[src/design/srctl_regs.vh]
`ifndef SRCTL_REGS_VH
`define SRCTL_REGS_VH
// Register byte offsets
`define SRCTL_OFS_CAUSE      8'h00
`define SRCTL_OFS_BROWNOUT   8'h04
`define SRCTL_OFS_PRST0      8'h08
`define SRCTL_OFS_PRST1      8'h0c
`define SRCTL_OFS_PRST2      8'h10
`define SRCTL_OFS_APPINT     8'h14
`define SRCTL_OFS_STATUS     8'h18
// Cause register fields
`define SRCTL_CAUSE_EXT      0
`define SRCTL_CAUSE_POR      1
`define SRCTL_CAUSE_BOR      2
`define SRCTL_CAUSE_WDT      3
`define SRCTL_CAUSE_SW       4
`define SRCTL_CAUSE_W        5
// Brown-out control fields
`define SRCTL_BO_RESET_EN    1
`define SRCTL_BO_INT_CLR     0
// App interrupt/reset control field
`define SRCTL_APPINT_SYSREQ  2
// Reset values
`define SRCTL_BROWNOUT_RST   2'h0
`define SRCTL_PRST_RST       32'h00000000
// Timing: internal reset hold and clock period
`define SRCTL_RST_HOLD_NS    160
`define SRCTL_CLK_NS         40
`define SRCTL_RST_HOLD_CYC   ((`SRCTL_RST_HOLD_NS + `SRCTL_CLK_NS - 1) / `SRCTL_CLK_NS)
// AXI responses
`define SRCTL_RESP_OKAY      2'h0
`define SRCTL_RESP_SLVERR    2'h2
`endif

[src/design/srctl_sync.v]
`timescale 1ns/1ps
// Two-flop synchroniser; resets to the asserted (low) level of an active-low pin
module srctl_sync (
    input  wire i_clock,
    input  wire i_sys_rst,
    input  wire i_async,
    output wire o_sync
);
    reg stage1_reg;
    reg stage2_reg;

    always @(posedge i_clock) begin
        if (i_sys_rst) begin
            stage1_reg <= 1'b0;
            stage2_reg <= 1'b0;
        end else begin
            stage1_reg <= i_async;
            stage2_reg <= stage1_reg;
        end
    end

    assign o_sync = stage2_reg;
endmodule // srctl_sync

[src/design/srctl_boot.v]
`timescale 1ns/1ps
`include "srctl_regs.vh"
// Boot fetch sequencer: stack pointer, program counter, first instruction, run
module srctl_boot (
    input  wire       i_clock,
    input  wire       i_sys_rst,
    input  wire       i_core_rst,
    input  wire       i_fetch_ack,
    output reg  [1:0] o_fetch_kind,
    output reg        o_fetch_req,
    output reg        o_running
);
    localparam [3:0] ST_SP   = 4'b0001;
    localparam [3:0] ST_PC   = 4'b0010;
    localparam [3:0] ST_INST = 4'b0100;
    localparam [3:0] ST_RUN  = 4'b1000;

    reg [3:0] state_reg;
    reg [3:0] state_next;

    always @* begin
        state_next = state_reg;
        case (state_reg)
            ST_SP:   if (i_fetch_ack) state_next = ST_PC;
            ST_PC:   if (i_fetch_ack) state_next = ST_INST;
            ST_INST: if (i_fetch_ack) state_next = ST_RUN;
            ST_RUN:  state_next = ST_RUN;
            default: state_next = ST_SP;
        endcase
    end

    always @(posedge i_clock) begin
        if (i_sys_rst || i_core_rst) begin
            state_reg    <= ST_SP;
            o_fetch_req  <= 1'b0;
            o_fetch_kind <= 2'h0;
            o_running    <= 1'b0;
        end else begin
            state_reg    <= state_next;
            o_fetch_req  <= (state_next != ST_RUN);
            o_fetch_kind <= state_next[1] ? 2'h1 : (state_next[2] ? 2'h2 : 2'h0);
            o_running    <= (state_next == ST_RUN);
        end
    end
endmodule // srctl_boot

[src/design/srctl_top.v]
// Added by the designer: the AXI4-Lite slave port and the register offsets.
`timescale 1ns/1ps
`include "srctl_regs.vh"
// Summary of operation
// - Five sources: pin, power-on, brown-out, software, watchdog
// - Power-on resets core, peripherals and debug port
// - Reset pin resets core, peripherals, not debug
// - Brown-out acts like pin, held while supply bad
// - Brown-out reset disabled after reset, software enables
// - Brown-out raises interrupt when reset disabled, resets when enabled
// - Peripheral reset on set-then-clear of its bit
// - Peripheral bits follow clock-gating bit layout
// - Peripheral reset hits every clock domain of unit
// - System request resets all except debug port
// - Request write, internal reset asserted, then released
// - Cause flag set for the resetting source
// - Cause flags sticky and accumulate across resets
// - Power-on or pin cause clears other flags
// - After release fetch stack, counter, instruction, run
// - Power-on holds reset until detector goes inactive
// - Power-on detector fires only at first power-up
// - Watchdog second timeout resets when reset enabled
module srctl_top #(
    parameter NPER = 32
) (
    input  wire             i_clock,
    input  wire             i_sys_rst,
    input  wire             i_ext_rst_n,
    input  wire             i_por_active,
    input  wire             i_supply_bad,
    input  wire             i_wdt_second_timeout,
    input  wire             i_wdt_reset_en,
    input  wire             i_test_mode_pin_0,
    input  wire             i_test_mode_pin_1,
    input  wire             i_fetch_ack,
    input  wire [7:0]       i_awaddr,
    input  wire             i_awvalid,
    output reg              o_awready,
    input  wire [31:0]      i_wdata,
    input  wire [3:0]       i_wstrb,
    input  wire             i_wvalid,
    output reg              o_wready,
    output reg  [1:0]       o_bresp,
    output reg              o_bvalid,
    input  wire             i_bready,
    input  wire [7:0]       i_araddr,
    input  wire             i_arvalid,
    output reg              o_arready,
    output reg  [31:0]      o_rdata,
    output reg  [1:0]       o_rresp,
    output reg              o_rvalid,
    input  wire             i_rready,
    output reg              o_core_rst,
    output reg              o_debug_rst,
    output reg  [3*NPER-1:0] o_periph_rst,
    output reg              o_brownout_irq,
    output wire [1:0]       o_fetch_kind,
    output wire             o_fetch_req,
    output wire             o_running
);
    localparam integer HOLD = `SRCTL_RST_HOLD_CYC, PRST_RST = `SRCTL_PRST_RST;

    // ------------------------------------------------------------
    // Source conditioning
    // ------------------------------------------------------------
    wire ext_n_sync;
    srctl_sync u_sync (
        .i_clock   (i_clock),
        .i_sys_rst (i_sys_rst),
        .i_async   (i_ext_rst_n),
        .o_sync    (ext_n_sync)
    );

    reg        por_seen_reg;
    reg        bo_prev_reg;
    reg  [1:0] brownout_control_reg;
    reg  [3*NPER-1:0] peripheral_reset_regs;
    reg  [3*NPER-1:0] prst_prev_reg;
    reg  [`SRCTL_CAUSE_W-1:0] reset_cause_reg;
    reg        sysreq_reg;
    reg  [7:0] hold_cnt_reg;
    reg        in_reset_reg;

    // Power-on counts only until the detector first drops; later pulses ignored
    wire por_src  = i_por_active && !por_seen_reg;
    wire ext_src  = !ext_n_sync;
    wire bor_src  = i_supply_bad &&
                    brownout_control_reg[`SRCTL_BO_RESET_EN];
    wire wdt_src  = i_wdt_second_timeout && i_wdt_reset_en;
    wire sw_src   = sysreq_reg;
    wire any_src  = por_src | ext_src | bor_src | wdt_src | sw_src;
    wire core_rst_next = any_src || in_reset_reg;

    always @(posedge i_clock) begin
        if (i_sys_rst) begin
            por_seen_reg <= 1'b0;
        end else if (!i_por_active) begin
            por_seen_reg <= 1'b1;
        end
    end

    // ------------------------------------------------------------
    // Internal reset sequencing
    // ------------------------------------------------------------
    // Level sources keep the counter reloaded, so release follows the source
    always @(posedge i_clock) begin
        if (i_sys_rst) begin
            hold_cnt_reg <= HOLD[7:0];
            in_reset_reg <= 1'b1;
            o_core_rst   <= 1'b1;
            o_debug_rst  <= 1'b1;
        end else begin
            if (any_src) begin
                hold_cnt_reg <= HOLD[7:0];
                in_reset_reg <= 1'b1;
            end else if (hold_cnt_reg != 8'h00) begin
                hold_cnt_reg <= hold_cnt_reg - 8'h01;
            end else begin
                in_reset_reg <= 1'b0;
            end
            o_core_rst  <= core_rst_next;
            o_debug_rst <= por_src;
        end
    end

    // ------------------------------------------------------------
    // Peripheral resets: set-then-clear pulses; also every system reset
    // ------------------------------------------------------------
    // Bit n of each word lines up with bit n of the clock-gating words
    genvar g;
    generate
        for (g = 0; g < 3*NPER; g = g + 1) begin : g_prst
            always @(posedge i_clock) begin
                if (i_sys_rst) begin
                    o_periph_rst[g] <= 1'b1;
                end else begin
                    o_periph_rst[g] <= (prst_prev_reg[g] && !peripheral_reset_regs[g])
                                       || core_rst_next;
                end
            end
        end
    endgenerate

    always @(posedge i_clock) begin
        if (i_sys_rst) begin
            prst_prev_reg <= {3*NPER{1'b0}};
            bo_prev_reg   <= 1'b0;
        end else begin
            prst_prev_reg <= peripheral_reset_regs;
            bo_prev_reg   <= i_supply_bad;
        end
    end

    // ------------------------------------------------------------
    // Cause flags: cleared by i_sys_rst, by a zero written to the bit, and by a power-on or pin source
    // ------------------------------------------------------------
    reg [`SRCTL_CAUSE_W-1:0] cause_clr;
    reg [`SRCTL_CAUSE_W-1:0] cause_set;
    always @* begin
        cause_set = {`SRCTL_CAUSE_W{1'b0}};
        cause_set[`SRCTL_CAUSE_EXT] = ext_src;
        cause_set[`SRCTL_CAUSE_POR] = por_src;
        cause_set[`SRCTL_CAUSE_BOR] = bor_src;
        cause_set[`SRCTL_CAUSE_WDT] = wdt_src;
        cause_set[`SRCTL_CAUSE_SW]  = sw_src;
    end

    // ------------------------------------------------------------
    // AXI4-Lite slave: write takes address and data in either order
    // ------------------------------------------------------------
    reg        aw_held_reg;
    reg        w_held_reg;
    reg  [7:0] awaddr_reg;
    reg [31:0] wdata_reg;
    reg  [3:0] wstrb_reg;
    wire       wr_go = aw_held_reg && w_held_reg && !o_bvalid;
    wire       wr_cause = wr_go && awaddr_reg == `SRCTL_OFS_CAUSE && wstrb_reg[0];
    wire       wr_bo    = wr_go && awaddr_reg == `SRCTL_OFS_BROWNOUT && wstrb_reg[0];
    wire       wr_app   = wr_go && awaddr_reg == `SRCTL_OFS_APPINT && wstrb_reg[0];
    wire       wr_map   = awaddr_reg == `SRCTL_OFS_CAUSE || awaddr_reg == `SRCTL_OFS_BROWNOUT ||
                          awaddr_reg == `SRCTL_OFS_PRST0 || awaddr_reg == `SRCTL_OFS_PRST1 ||
                          awaddr_reg == `SRCTL_OFS_PRST2 || awaddr_reg == `SRCTL_OFS_APPINT;

    always @* begin
        cause_clr = {`SRCTL_CAUSE_W{1'b0}};
        if (wr_cause)
            cause_clr = ~wdata_reg[`SRCTL_CAUSE_W-1:0];
    end

    always @(posedge i_clock) begin
        if (i_sys_rst) begin
            reset_cause_reg <= {`SRCTL_CAUSE_W{1'b0}};
        end else if (por_src || ext_src) begin
            reset_cause_reg <= {`SRCTL_CAUSE_W{1'b0}};
            reset_cause_reg[`SRCTL_CAUSE_EXT] <= ext_src;
            reset_cause_reg[`SRCTL_CAUSE_POR] <= por_src;
        end else begin
            reset_cause_reg <= (reset_cause_reg & ~cause_clr) | cause_set;
        end
    end

    always @(posedge i_clock) begin
        if (i_sys_rst) begin
            aw_held_reg <= 1'b0;
            w_held_reg  <= 1'b0;
            o_awready   <= 1'b1;
            o_wready    <= 1'b1;
            awaddr_reg  <= 8'h00;
            wdata_reg   <= 32'h00000000;
            wstrb_reg   <= 4'h0;
            o_bvalid    <= 1'b0;
            o_bresp     <= `SRCTL_RESP_OKAY;
            brownout_control_reg  <= `SRCTL_BROWNOUT_RST;
            peripheral_reset_regs <= {3{PRST_RST[NPER-1:0]}};
            sysreq_reg     <= 1'b0;
            o_brownout_irq <= 1'b0;
        end else begin
            if (i_awvalid && o_awready) begin
                aw_held_reg <= 1'b1;
                awaddr_reg  <= i_awaddr;
                o_awready   <= 1'b0;
            end
            if (i_wvalid && o_wready) begin
                w_held_reg <= 1'b1;
                wdata_reg  <= i_wdata;
                wstrb_reg  <= i_wstrb;
                o_wready   <= 1'b0;
            end
            if (wr_go) begin
                aw_held_reg <= 1'b0;
                w_held_reg  <= 1'b0;
                o_bvalid    <= 1'b1;
                o_bresp     <= wr_map ? `SRCTL_RESP_OKAY : `SRCTL_RESP_SLVERR;
                case (awaddr_reg)
                    `SRCTL_OFS_PRST0: peripheral_reset_regs[NPER-1:0] <= wdata_reg[NPER-1:0];
                    `SRCTL_OFS_PRST1: peripheral_reset_regs[2*NPER-1:NPER] <= wdata_reg[NPER-1:0];
                    `SRCTL_OFS_PRST2: peripheral_reset_regs[3*NPER-1:2*NPER] <= wdata_reg[NPER-1:0];
                    default: ;
                endcase
            end
            if (wr_bo)
                brownout_control_reg[`SRCTL_BO_RESET_EN] <= wdata_reg[`SRCTL_BO_RESET_EN];
            if (o_bvalid && i_bready) begin
                o_bvalid  <= 1'b0;
                o_awready <= 1'b1;
                o_wready  <= 1'b1;
            end
            // Request self-clears once the internal reset has taken hold
            if (wr_app && wdata_reg[`SRCTL_APPINT_SYSREQ])
                sysreq_reg <= 1'b1;
            else if (sysreq_reg)
                sysreq_reg <= 1'b0;
            // Interrupt set on a new brown-out wins over the clear write
            if (i_supply_bad && !bo_prev_reg && !brownout_control_reg[`SRCTL_BO_RESET_EN])
                o_brownout_irq <= 1'b1;
            else if (wr_bo && wdata_reg[`SRCTL_BO_INT_CLR])
                o_brownout_irq <= 1'b0;
        end
    end

    // ------------------------------------------------------------
    // Read channel
    // ------------------------------------------------------------
    always @(posedge i_clock) begin
        if (i_sys_rst) begin
            o_arready <= 1'b1;
            o_rvalid  <= 1'b0;
            o_rdata   <= 32'h00000000;
            o_rresp   <= `SRCTL_RESP_OKAY;
        end else if (i_arvalid && o_arready) begin
            o_arready <= 1'b0;
            o_rvalid  <= 1'b1;
            o_rresp   <= `SRCTL_RESP_OKAY;
            o_rdata   <= 32'h00000000;
            case (i_araddr)
                `SRCTL_OFS_CAUSE:    o_rdata[`SRCTL_CAUSE_W-1:0] <= reset_cause_reg;
                `SRCTL_OFS_BROWNOUT: o_rdata[1:0] <= {brownout_control_reg[1], o_brownout_irq};
                `SRCTL_OFS_PRST0:    o_rdata[NPER-1:0] <= peripheral_reset_regs[NPER-1:0];
                `SRCTL_OFS_PRST1:    o_rdata[NPER-1:0] <= peripheral_reset_regs[2*NPER-1:NPER];
                `SRCTL_OFS_PRST2:    o_rdata[NPER-1:0] <= peripheral_reset_regs[3*NPER-1:2*NPER];
                `SRCTL_OFS_APPINT:   o_rdata <= 32'h00000000;
                `SRCTL_OFS_STATUS:   o_rdata[3:0] <= {i_test_mode_pin_1, i_test_mode_pin_0,
                                                      o_running, in_reset_reg};
                default:             o_rresp <= `SRCTL_RESP_SLVERR;
            endcase
        end else if (o_rvalid && i_rready) begin
            o_rvalid  <= 1'b0;
            o_arready <= 1'b1;
        end
    end

    // ------------------------------------------------------------
    // Boot fetch after internal reset release
    // ------------------------------------------------------------
    srctl_boot u_boot (
        .i_clock      (i_clock),
        .i_sys_rst    (i_sys_rst),
        .i_core_rst   (core_rst_next),
        .i_fetch_ack  (i_fetch_ack),
        .o_fetch_kind (o_fetch_kind),
        .o_fetch_req  (o_fetch_req),
        .o_running    (o_running)
    );
endmodule // srctl_top

[config.mk]
export PLATFORM = sky130hd
export DESIGN_NAME = srctl_top
export DESIGN_NICKNAME = d
export VERILOG_FILES = /design/src/design/srctl_sync.v /design/src/design/srctl_boot.v /design/src/design/srctl_top.v
export VERILOG_INCLUDE_DIRS = /design/src /design/src/design
export SDC_FILE = /design/constraint.sdc
export NUM_CORES = 1
export LEC_CHECK = 0
export BUFFER_PORTS_ARGS = -buffer_cell sky130_fd_sc_hd__buf_2
export CAP_MARGIN = 5
export CORE_ASPECT_RATIO = 1.1
export CORE_MARGIN = 2
export CORE_UTILIZATION = 25
export CTS_CLUSTER_SIZE = 20
export DETAILED_ROUTE_END_ITERATION = 16
export REMOVE_ABC_BUFFERS = 1
export SLEW_MARGIN = 20
export SYNTH_ARGS = -nofsm -noshare
export SYNTH_HDL_FRONTEND = slang
export SYNTH_SLANG_ARGS = --single-unit
[constraint.sdc]
create_clock -name i_clock -period 1.8 [get_ports i_clock]
set_input_delay 0.18 -clock i_clock [delete_from_list [all_inputs] [get_ports i_clock]]
set_output_delay 0.18 -clock i_clock [all_outputs]
set_load 0.05 [all_outputs]
==> run_results.csv, run 1 <==
group,metric,value,unit
status,outcome,"completed",
global_route,grt_overflow,0,
min_path,min_path_type,"in2reg",
global_route,number_of_global_route_vias_before_repair,9724,
timing,post-route-worst-setup-slack,0.0819,ns
synth,cell_area_after_technology_mapping,13100,µm²
critical_path,worst_setup_path_endpoint,"o_periph_rst[53]",
critical_path,rr_endpoint,"o_periph_rst[53]",
clocking,tritoncts,"built",
power_and_ir_drop,finalPower,0.0183,W
layout,area_growth_from_synthesis_to_layout,29.6,%
power_and_ir_drop,vdd_ir_drop_max,0.000527,V
global_route,grt_pass1_wl,55.2,mm
die,fp.dieArea,54400,µm²
route,drt-vias-per-instance,4.31,
die,design.core.area,52200,µm²
timing,grt_setup_unrepaired,"no",
synth,synth_most_common_cell,"dfxtp_1",
power_and_ir_drop,leakage_power_summed_over_all_cells,6.22,nW
global_route,grt_max_degree,153,
route,via_count,10100,
timing,final-setup-viol-count,0,
synth,post_synth.cell_area_avg,9.57,µm²
critical_path,critical_path.max_fanout,30,
clocking,clock_tree.buffer_depth,3,
job,max_cap_viol_count,0,
clocking,htree_num_levels,2,
timing,whs,0.0434,ns
synth,netlist.area_leader.share,0.610,
synth,synth_common_cells,"dfxtp_1, o21ai_0, nand2_1, inv_1, nor2b_1",
synth,synthCells,1373,
layout,layout_utilization,0.326,
layout,drive_gt1_frac,0.191,
placement,gp_congestion,0.746,
power_and_ir_drop,power_density,1080,nW/µm²
layout,fin_area,17000,µm²
route,drt.antenna.violating_nets,0,
route,routed_wire_length_per_instance,15.9,µm
die,start_util,0.252,
clocking,cts.clk_slew.worst_paths,0.06,ns
synth,synth_warnings,0,
clocking,number_of_buffers_added_by_the_clock_tree_synthesis_step,45,
die,fp.dieH,244,µm
global_route,initial_antenna_violation_count,3,
critical_path,critPathKind,"reg2reg",
timing,worst_slew_pin_slew,0.718,ns
critical_path,r2r_slack,0.08,ns
critical_path,regToRegStartpoint,"brownout_control_reg[1]",
critical_path,critical_path.startpoint_type,"flop",
timing,period_needed,1.72,ns
layout,finish.net_count,1705,
die,io-pin-count,211,
synth,synthFlopType,"dfxtp_1",
timing,timing.final.hold_violations,0,
critical_path,ff2ff_path_depth,6,
clocking,clk-insertion-delay-late,0.55,ns
synth,synth_top_area_cell,"dfxtp_1",
synth,async_flop_share,0,
timing,min_period_over_period,0.954,
placement,post-place-ws,-0.114,ns
route,first_iter_violations,432,
route,drt-total-wl,37.2,mm
critical_path,cp_data_required_time,2.20,ns
timing,max_slew_margin,0.520,
timing,finalMaxSlewViolations,0,
placement,port_buffers,205,
critical_path,crit_path_end_kind,"flop",
route,detail_route.drc_violations,0,
global_route,grt_util_all_layers,0.130,
synth,synthDistinctLibCells,56,
synth,yosys_register_bits,400,
timing,max_freq,582,MHz
critical_path,setup.worst_path.start,"brownout_control_reg[1]",
synth,synth-edff-count,0,
synth,seq_area_frac_synth,0.610,
clocking,clockRootBuffer,"clkbuf_16",
critical_path,crit_arrival,2.12,ns
clocking,clock_sink_count,400,
placement,hpwl,22.0,mm
synth,synth.top_cells.by_area,"dfxtp_1, o21ai_0, nand2_1",
route,drt_pass1_iterations,5,
die,die_w,223,µm
die,placement_rows,88,
timing,worst_clock_skew,0.0127,ns
placement,dpl_cell_area,15000,µm²
cells by family after synthesis:
| group | count (synthesis) | synth area share |
|---|---|---|
| DFF | 400 | 0.610 |
| xor gates and xnor gates | 8 | 0.00534 |
| other | 1 | 0.000286 |
| adders and majority gates | 2 | 0.00191 |
| AOI/OAI and AO/OA | 328 | 0.135 |
| buffers and inverters | 185 | 0.0595 |
| muxes | 36 | 0.0304 |
| and+or+nand+nor | 413 | 0.158 |
worst min path at each step:
stage,from,to,slack (ns),depth (start not counted)
after global placement,i_ext_rst_n,u_sync.stage1_reg,0.40,2
after CTS,i_awvalid,aw_held_reg,0.0005,3
final,i_awvalid,aw_held_reg,0.04,3
after floorplan,i_sys_rst,awaddr_reg[0],0.25,1
after global routing,i_awvalid,aw_held_reg,0.05,3
after detailed placement,i_ext_rst_n,u_sync.stage1_reg,0.40,2
metal layers:
metal / vias up / global-route usage / part of all wire
li1: 5036 / - / -
met3: 63 / 0.0392 / 0.061
met1: 4759 / 0.166 / 0.46
met5: - / 0 / 0.00062
met4: 4 / 0.0367 / 0.022
met2: 242 / 0.213 / 0.46
report_power, final:
group	internal, W	total [W]	switching, W
registers	0.00894	0.00900	0.0000643
clock network	0.00496	0.00859	0.00363
logic	0.000303	0.000751	0.000448
total	0.0142	0.0183	0.00415
metrics by stage:
step / instances / setup TNS [ns]
detailed placement: 2198 / -1.99
floorplan: 1294 / -169.52
CTS: 2338 / 0
global placement: 2198 / -1.20
finish: 2343 / 0
global route: 2343 / 0
critical path: stages, from the launching register on:
cell	delay, ns
dfxtp_1	0.35
a221oi_2	0.25
nand4b_1	0.22
nor2_4	0.21
buf_4	0.14
buf_12	0.17
o21ai_0	0.17
cell type report:
class | instances | area, µm²
clock inverter | 18 | 145
tap | 675 | 845
antenna | 1 | 2.50
sequential | 400 | 8010
inverter | 105 | 394
clock buffer | 60 | 1230
timing repair buffer | 294 | 2010
fill | 5378 | 35200
multi-input combinational | 790 | 4380
repair_timing:
action | in CTS | in global routing
endpoints found under the setup margin | 0 | 36
hold buffers | 62 | 0
buffers inserted | 0 | 2
resized for setup | 0 | 2
hold endpoints to repair | 55 | 0
cells in the final DEF (no fill, tap or decap), types with 4 or more instances in the layout:
master	instances
a211oi_1	4
a21oi_1	54
a22oi_1	25
buf_12	11
buf_2	203
buf_4	16
clkbuf_1	10
clkbuf_16	46
clkbuf_8	5
clkinv_2	7
clkinvlp_4	6
dfxtp_1	400
dlygate4sd3_1	62
inv_1	105
mux2i_1	32
nand2_1	190
nand2b_1	38
nand3_1	13
nand3b_1	4
nand4_1	6
nor2_1	22
nor2b_1	104
nor3_1	8
o21ai_0	225
xor2_1	5
Power figures use the tool's default switching activity.
==> run 2, diff against run 1 <==
- CELL_PAD_IN_SITES_DETAIL_PLACEMENT: not set -> 0
- CELL_PAD_IN_SITES_GLOBAL_PLACEMENT: not set -> 1
- PLACE_DENSITY_LB_ADDON: not set -> 0.1
- clock period: 1.8 -> 1.4 ns (I/O delays scaled with it)
==> run 2 against run 1 <==
- the flow now finishes with violations (setup timing)
- combinational power up 49%
- register-to-register slack worse by 0.32 ns
- clock skew up 0.0039 ns
- via count up 3.7%
- power up 29%
- utilization up 4.4 points
- flip-flop and latch count unchanged
- highest routed layer unchanged
- largest cell class unchanged
- clock power up 28%
- critical path type unchanged
==> run_results.csv, run 2 (synthesized netlist as in run 1, its figures left out) <==
group,metric,value,unit
global_route,number_of_global_route_vias_before_repair,10300,
critical_path,regToRegStartpoint,"brownout_control_reg[1]",
power_and_ir_drop,combPwrFrac,0.048,
route,detail_route.drc_violations,0,
route,top_routing_layer_in_use,"met5",
status,failed_checks,"setup timing",
die,io-pin-count,211,
route,route.met2.wl,22.7,mm
route,drt-total-wl,47.0,mm
timing,max_slew_margin,0.654,
placement,port_buffers,205,
route,detailroute.wirelength.met3,2.30,mm
power_and_ir_drop,leakage_power_summed_over_all_cells,7.06,nW
critical_path,critical_path.max_stage_delay,0.32,ns
status,outcome,"finished with violations",
clocking,clock_sink_count,400,
route,drt.antenna.violating_nets,0,
die,design.core.area,52200,µm²
critical_path,worst-path-stages,7,
die,placement_rows,88,
critical_path,critical_path.max_fanout,7,
global_route,grt_util_all_layers,0.165,
power_and_ir_drop,power_density,1220,nW/µm²
power_and_ir_drop,switching_share,0.227,
route,via_count,10500,
timing,whs,0.0504,ns
critical_path,worst_setup_path_endpoint,"o_periph_rst[88]",
timing,final-setup-viol-count,225,
clocking,clockRootBuffer,"clkbuf_16",
clocking,cts.clk_slew.worst_paths,0.06,ns
job,max_cap_viol_count,0,
power_and_ir_drop,power.clock.fraction,0.463,
timing,finalMaxSlewViolations,0,
layout,drive_gt1_frac,0.327,
clocking,htree_num_levels,2,
layout,mostFrequentLayoutCell,"dfxtp_1",
placement,post-place-cells,2240,
layout,finish.net_count,1789,
placement,gp_congestion,0.711,
clocking,clk-insertion-delay-late,0.57,ns
clocking,clock_tree.buffer_depth,3,
critical_path,setup.worst_path.start,"brownout_control_reg[1]",
route,drt-met1-wl,21.3,mm
critical_path,rr_endpoint,"o_periph_rst[88]",
timing,grt_setup_unrepaired,"yes",
timing,timing.final.hold_violations,0,
layout,stdcell_count,2422,
clocking,tritoncts,"built",
global_route,grt_max_degree,100,
timing,period_needed,1.64,ns
critical_path,critical-path-slowest-cell,"dfxtp_2",
die,fp.dieArea,54400,µm²
critical_path,cp_data_required_time,1.86,ns
global_route,grt_overflow,0,
global_route,grt_pass1_wl,66.4,mm
die,start_util,0.252,
route,drt_pass1_iterations,4,
timing,max_freq,610,MHz
power_and_ir_drop,power.switching,0.00537,W
timing,worst_slew_pin_slew,0.519,ns
layout,most-common-layout-cells,"dfxtp_1, buf_2, nand2_1",
die,die_w,223,µm
timing,fin_setup_tns,-32.40,ns
timing,min_period_over_period,1.17,
timing,post-route-worst-setup-slack,-0.238,ns
critical_path,crit_path_leading_delay_family,"buffers and inverters",
power_and_ir_drop,p_int,0.0183,W
layout,area.sequential,8020,µm²
layout,area_occupied_by_multi_input_gates,5210,µm²
route,drt-vias-per-instance,4.33,
global_route,initial_antenna_violation_count,2,
critical_path,worstPathCellList,"a221oi_2, nand4b_1, nor2_4, buf_12, buf_16, clkbuf_16, o21ai_2",
critical_path,critPathKind,"reg2reg",
route,first_iter_violations,468,
clocking,number_of_buffers_added_by_the_clock_tree_synthesis_step,45,
critical_path,r2r_slack,-0.24,ns
layout,nFillCells,5311,
power_and_ir_drop,p_seq_frac,0.489,
layout,area_growth_from_synthesis_to_layout,47.0,%
min_path,min_path_type,"in2reg",
placement,hpwl,25.1,mm
route,routed_wire_length_per_instance,19.4,µm
power_and_ir_drop,vdd_ir_drop_max,0.000685,V
timing,worst_clock_skew,0.0166,ns
critical_path,crit_path_end_kind,"flop",
critical_path,ff2ff_path_depth,7,
die,fp.dieH,244,µm
layout,n_antenna_cell,0,
critical_path,crit_arrival,2.10,ns
critical_path,critical_path.n_buffers_inverters,3,
critical_path,critical_path.startpoint_type,"flop",
## run 2: cell types whose count changed in the layout (fill, tap and decap cells not counted), sizes merged, moves of 5 or more
cell	previous run	this run
buf	231	300
clkinvlp	6	1
clkinv	10	3
clkbuf	61	87
## run 2: worst min-delay path by stage
stage | from | endpoint | slack, ns | depth (start not counted)
floorplan | i_sys_rst | awaddr_reg[0] | 0.21 | 1
global placement | i_ext_rst_n | u_sync.stage1_reg | 0.36 | 2
detailed placement | i_ext_rst_n | u_sync.stage1_reg | 0.35 | 2
CTS | i_por_active | reset_cause_reg[0] | 0.02 | 5
global route | i_por_active | reset_cause_reg[1] | 0.08 | 4
finish | i_por_active | reset_cause_reg[0] | 0.05 | 5
## run 2: tightest hold or removal path, stage by stage
cell	delay [ns]
buf_2	0.08
nand2b_1	0.07
buf_4	0.13
nand2_1	0.07
a221oi_2	0.06
## run 2: repair_timing
action | in CTS | in global routing
pin swaps | 16 | 18
setup endpoints to repair | 237 | 240
cloned | 18 | 11
resized for setup | 208 | 288
setup buffers | 13 | 7
hold buffers | 63 | 0
hold endpoints to repair | 60 | 0
## run 2: power groups by stage
stage	Clock, W	Sequential, W	Combinational [W]
2_1_floorplan	0	0.0119	0.000299
3_3_place_gp	0	0.0118	0.000928
3_5_place_dp	0	0.0118	0.000929
4_1_cts	0.0113	0.0116	0.00112
5_1_grt	0.0118	0.0116	0.00123
6_report	0.0110	0.0116	0.00112
## run 2: final cells by class
type                    count  share of cell area
clock buffers              70              0.0669
clock inverters             4             0.00175
well taps                 675              0.0438
multi-input cells         789               0.270
inverters                 105              0.0208
repair buffers            379               0.181
flip-flops and latches    400               0.416
## run 2: metal layers
metal	global-route usage	vias to the layer above
met5	0	-
met4	0.0361	2
met3	0.0366	53
met2	0.279	209
met1	0.213	4987
li1	-	5230
## run 2: through the flow
stage	utilization	cell area (µm²)	setup slack (ns)	total power, W
after floorplan	-	12700	-1.43	0.0122
after global placement	0.294	15400	-0.357	0.0127
after detailed placement	0.294	15400	-0.386	0.0127
after CTS	0.351	18300	-0.212	0.0240
after global routing	0.370	19300	-0.347	0.0246
final	0.370	19300	-0.238	0.0236
==> run 3, diff against run 2 <==
- SKIP_LAST_GASP: not set -> 1
==> run 3 against run 2 <==
- the run still ends with setup timing left
- setup slack improved by 0.022 ns
- final area fell by 1.6%
- critical path depth is the same
- first-iteration DRC count down 8.8%
- clock power hardly changed
- count of clock-buffer cells in the layout unchanged
- sequential share of layout area is 0.66 points higher
- worst hold slack improved by 0.0016 ns
- sequential power about the same
- power barely moved
- utilization decreased by 0.59 points
- combinational power is essentially flat
- critical endpoint is now o_periph_rst[9]
- largest power group unchanged
==> run_results.csv, run 3 (synthesized netlist as in run 1, its figures left out) <==
group,metric,value,unit
status,outcome,"finished with violations",
status,failed_checks,"setup timing",
clocking,tritoncts,"built",
power_and_ir_drop,power_density,1240,nW/µm²
route,drt_pass1_iterations,4,
die,start_util,0.252,
clocking,htree_num_levels,2,
route,first_iter_violations,427,
layout,nFillCells,5327,
timing,final-setup-viol-count,225,
global_route,number_of_global_route_vias_before_repair,10300,
route,routed_wire_length_per_instance,19.3,µm
global_route,initial_antenna_violation_count,2,
global_route,grt_max_degree,100,
timing,grt_setup_unrepaired,"yes",
timing,post-route-worst-setup-slack,-0.217,ns
die,die_w,223,µm
clocking,cts.clk_slew.worst_paths,0.06,ns
timing,min_period_over_period,1.15,
layout,drive_gt1_frac,0.297,
layout,finish.net_count,1784,
layout,area.sequential,8020,µm²
clocking,clock_sink_count,400,
clocking,clk-insertion-delay-late,0.57,ns
critical_path,crit_path_end_kind,"flop",
route,drt.antenna.violating_nets,0,
clocking,clock_tree.buffer_depth,3,
route,via_count,10400,
timing,finalMaxSlewViolations,0,
layout,area_growth_from_synthesis_to_layout,44.6,%
die,fp.dieH,244,µm
clocking,clockRootBuffer,"clkbuf_16",
die,io-pin-count,211,
timing,max_freq,619,MHz
placement,gp_congestion,0.711,
clocking,number_of_buffers_added_by_the_clock_tree_synthesis_step,45,
layout,stdcell_count,2417,
power_and_ir_drop,finalPower,0.0236,W
timing,worst_slew_pin_slew,0.519,ns
power_and_ir_drop,vdd_ir_drop_max,0.000684,V
critical_path,worst_setup_path_endpoint,"o_periph_rst[9]",
layout,area_occupied_by_multi_input_gates,5010,µm²
critical_path,critical_path.max_fanout,11,
route,drt-vias-per-instance,4.29,
die,fp.dieArea,54400,µm²
timing,max_slew_margin,0.654,
critical_path,cp_data_required_time,1.85,ns
critical_path,r2r_slack,-0.22,ns
min_path,min_path_type,"in2reg",
critical_path,ff2ff_path_depth,7,
critical_path,regToRegStartpoint,"brownout_control_reg[1]",
layout,mostFrequentLayoutCell,"dfxtp_1",
global_route,grt_overflow,0,
critical_path,crit_arrival,2.07,ns
critical_path,worstPathCellList,"a221oi_2, nand4b_1, nor2_4, buf_4, buf_12, buf_12, o21ai_0",
critical_path,critPathKind,"reg2reg",
power_and_ir_drop,leakage_power_summed_over_all_cells,6.99,nW
timing,worst_clock_skew,0.0173,ns
placement,hpwl,25.1,mm
route,detail_route.drc_violations,0,
critical_path,critical_path.startpoint_type,"flop",
route,drt-total-wl,46.6,mm
timing,timing.final.hold_violations,0,
placement,post-place-cells,2240,
global_route,grt_util_all_layers,0.165,
layout,most-common-layout-cells,"dfxtp_1, buf_2, nand2_1",
critical_path,timing.critical_path.mode_cell,"buf_12",
critical_path,critical-path-slowest-cell,"dfxtp_2",
timing,whs,0.0520,ns
placement,port_buffers,205,
timing,period_needed,1.62,ns
critical_path,setup.worst_path.start,"brownout_control_reg[1]",
critical_path,critical_path.max_stage_delay,0.32,ns
layout,n_antenna_cell,0,
critical_path,rr_endpoint,"o_periph_rst[9]",
job,max_cap_viol_count,0,
global_route,grt_pass1_wl,66.5,mm
die,design.core.area,52200,µm²
die,placement_rows,88,
[run 3: worst max-delay path: cells and delay by family (launching register included)]
| kind | cells | cell delay [ns] |
|---|---|---|
| and+or+nand+nor | 2 | 0.46 |
| buffers and inverters | 3 | 0.43 |
| DFF | 1 | 0.32 |
| AOI/OAI and AO/OA | 2 | 0.30 |
[run 3: final cells by class]
class,count,share of cell area
clock buffer,70,0.0680
clock inverter,4,0.00178
inverter,105,0.0208
multi-input combinational,789,0.264
sequential,400,0.422
tap,675,0.0445
timing repair buffer,374,0.179
[run 3: worst min-delay path by stage]
| stage | from | end | slack, ns | depth (start not counted) |
|---|---|---|---|---|
| 3_5_place_dp | i_ext_rst_n | u_sync.stage1_reg | 0.35 | 2 |
| 4_1_cts | i_por_active | reset_cause_reg[0] | 0.02 | 5 |
| 6_report | i_por_active | reset_cause_reg[0] | 0.05 | 5 |
| 3_3_place_gp | i_ext_rst_n | u_sync.stage1_reg | 0.36 | 2 |
| 5_1_grt | i_por_active | reset_cause_reg[1] | 0.08 | 4 |
| 2_1_floorplan | i_sys_rst | awaddr_reg[0] | 0.21 | 1 |
[run 3: report_power, final]
group,internal [W],switching [W],leakage (nW)
Combinational,0.000489,0.000634,3.11
Sequential,0.0115,0.0000711,3.24
Clock,0.00628,0.00465,0.640
Total,0.0183,0.00536,6.99
[run 3: through the flow]
step           worst slack, ns  utilization  setup TNS (ns)  area (µm²)
2_1_floorplan            -1.43            -         -271.63       12700
5_1_grt                 -0.354        0.364          -55.21       19000
3_3_place_gp            -0.357        0.294          -40.74       15400
3_5_place_dp            -0.386        0.294          -43.23       15400
6_report                -0.217        0.364          -31.45       19000
4_1_cts                 -0.212        0.351          -30.97       18300
[run 3: routing by layer]
metal | track usage | vias to the layer above | share of wire
met3 | 0.0366 | 53 | 0.050
met4 | 0.0361 | 2 | 0.015
met1 | 0.213 | 4923 | 0.45
met5 | 0 | - | 0.00028
li1 | - | 5217 | -
met2 | 0.280 | 185 | 0.48
[run 3: repair_timing]
item / in CTS / in global routing
setup endpoints to repair: 237 / 240
hold endpoints to repair: 60 / 0
buffers inserted: 13 / 4
hold buffers: 63 / 0
pin swaps: 16 / 16
cloned: 18 / 9
gates resized for setup: 179 / 182
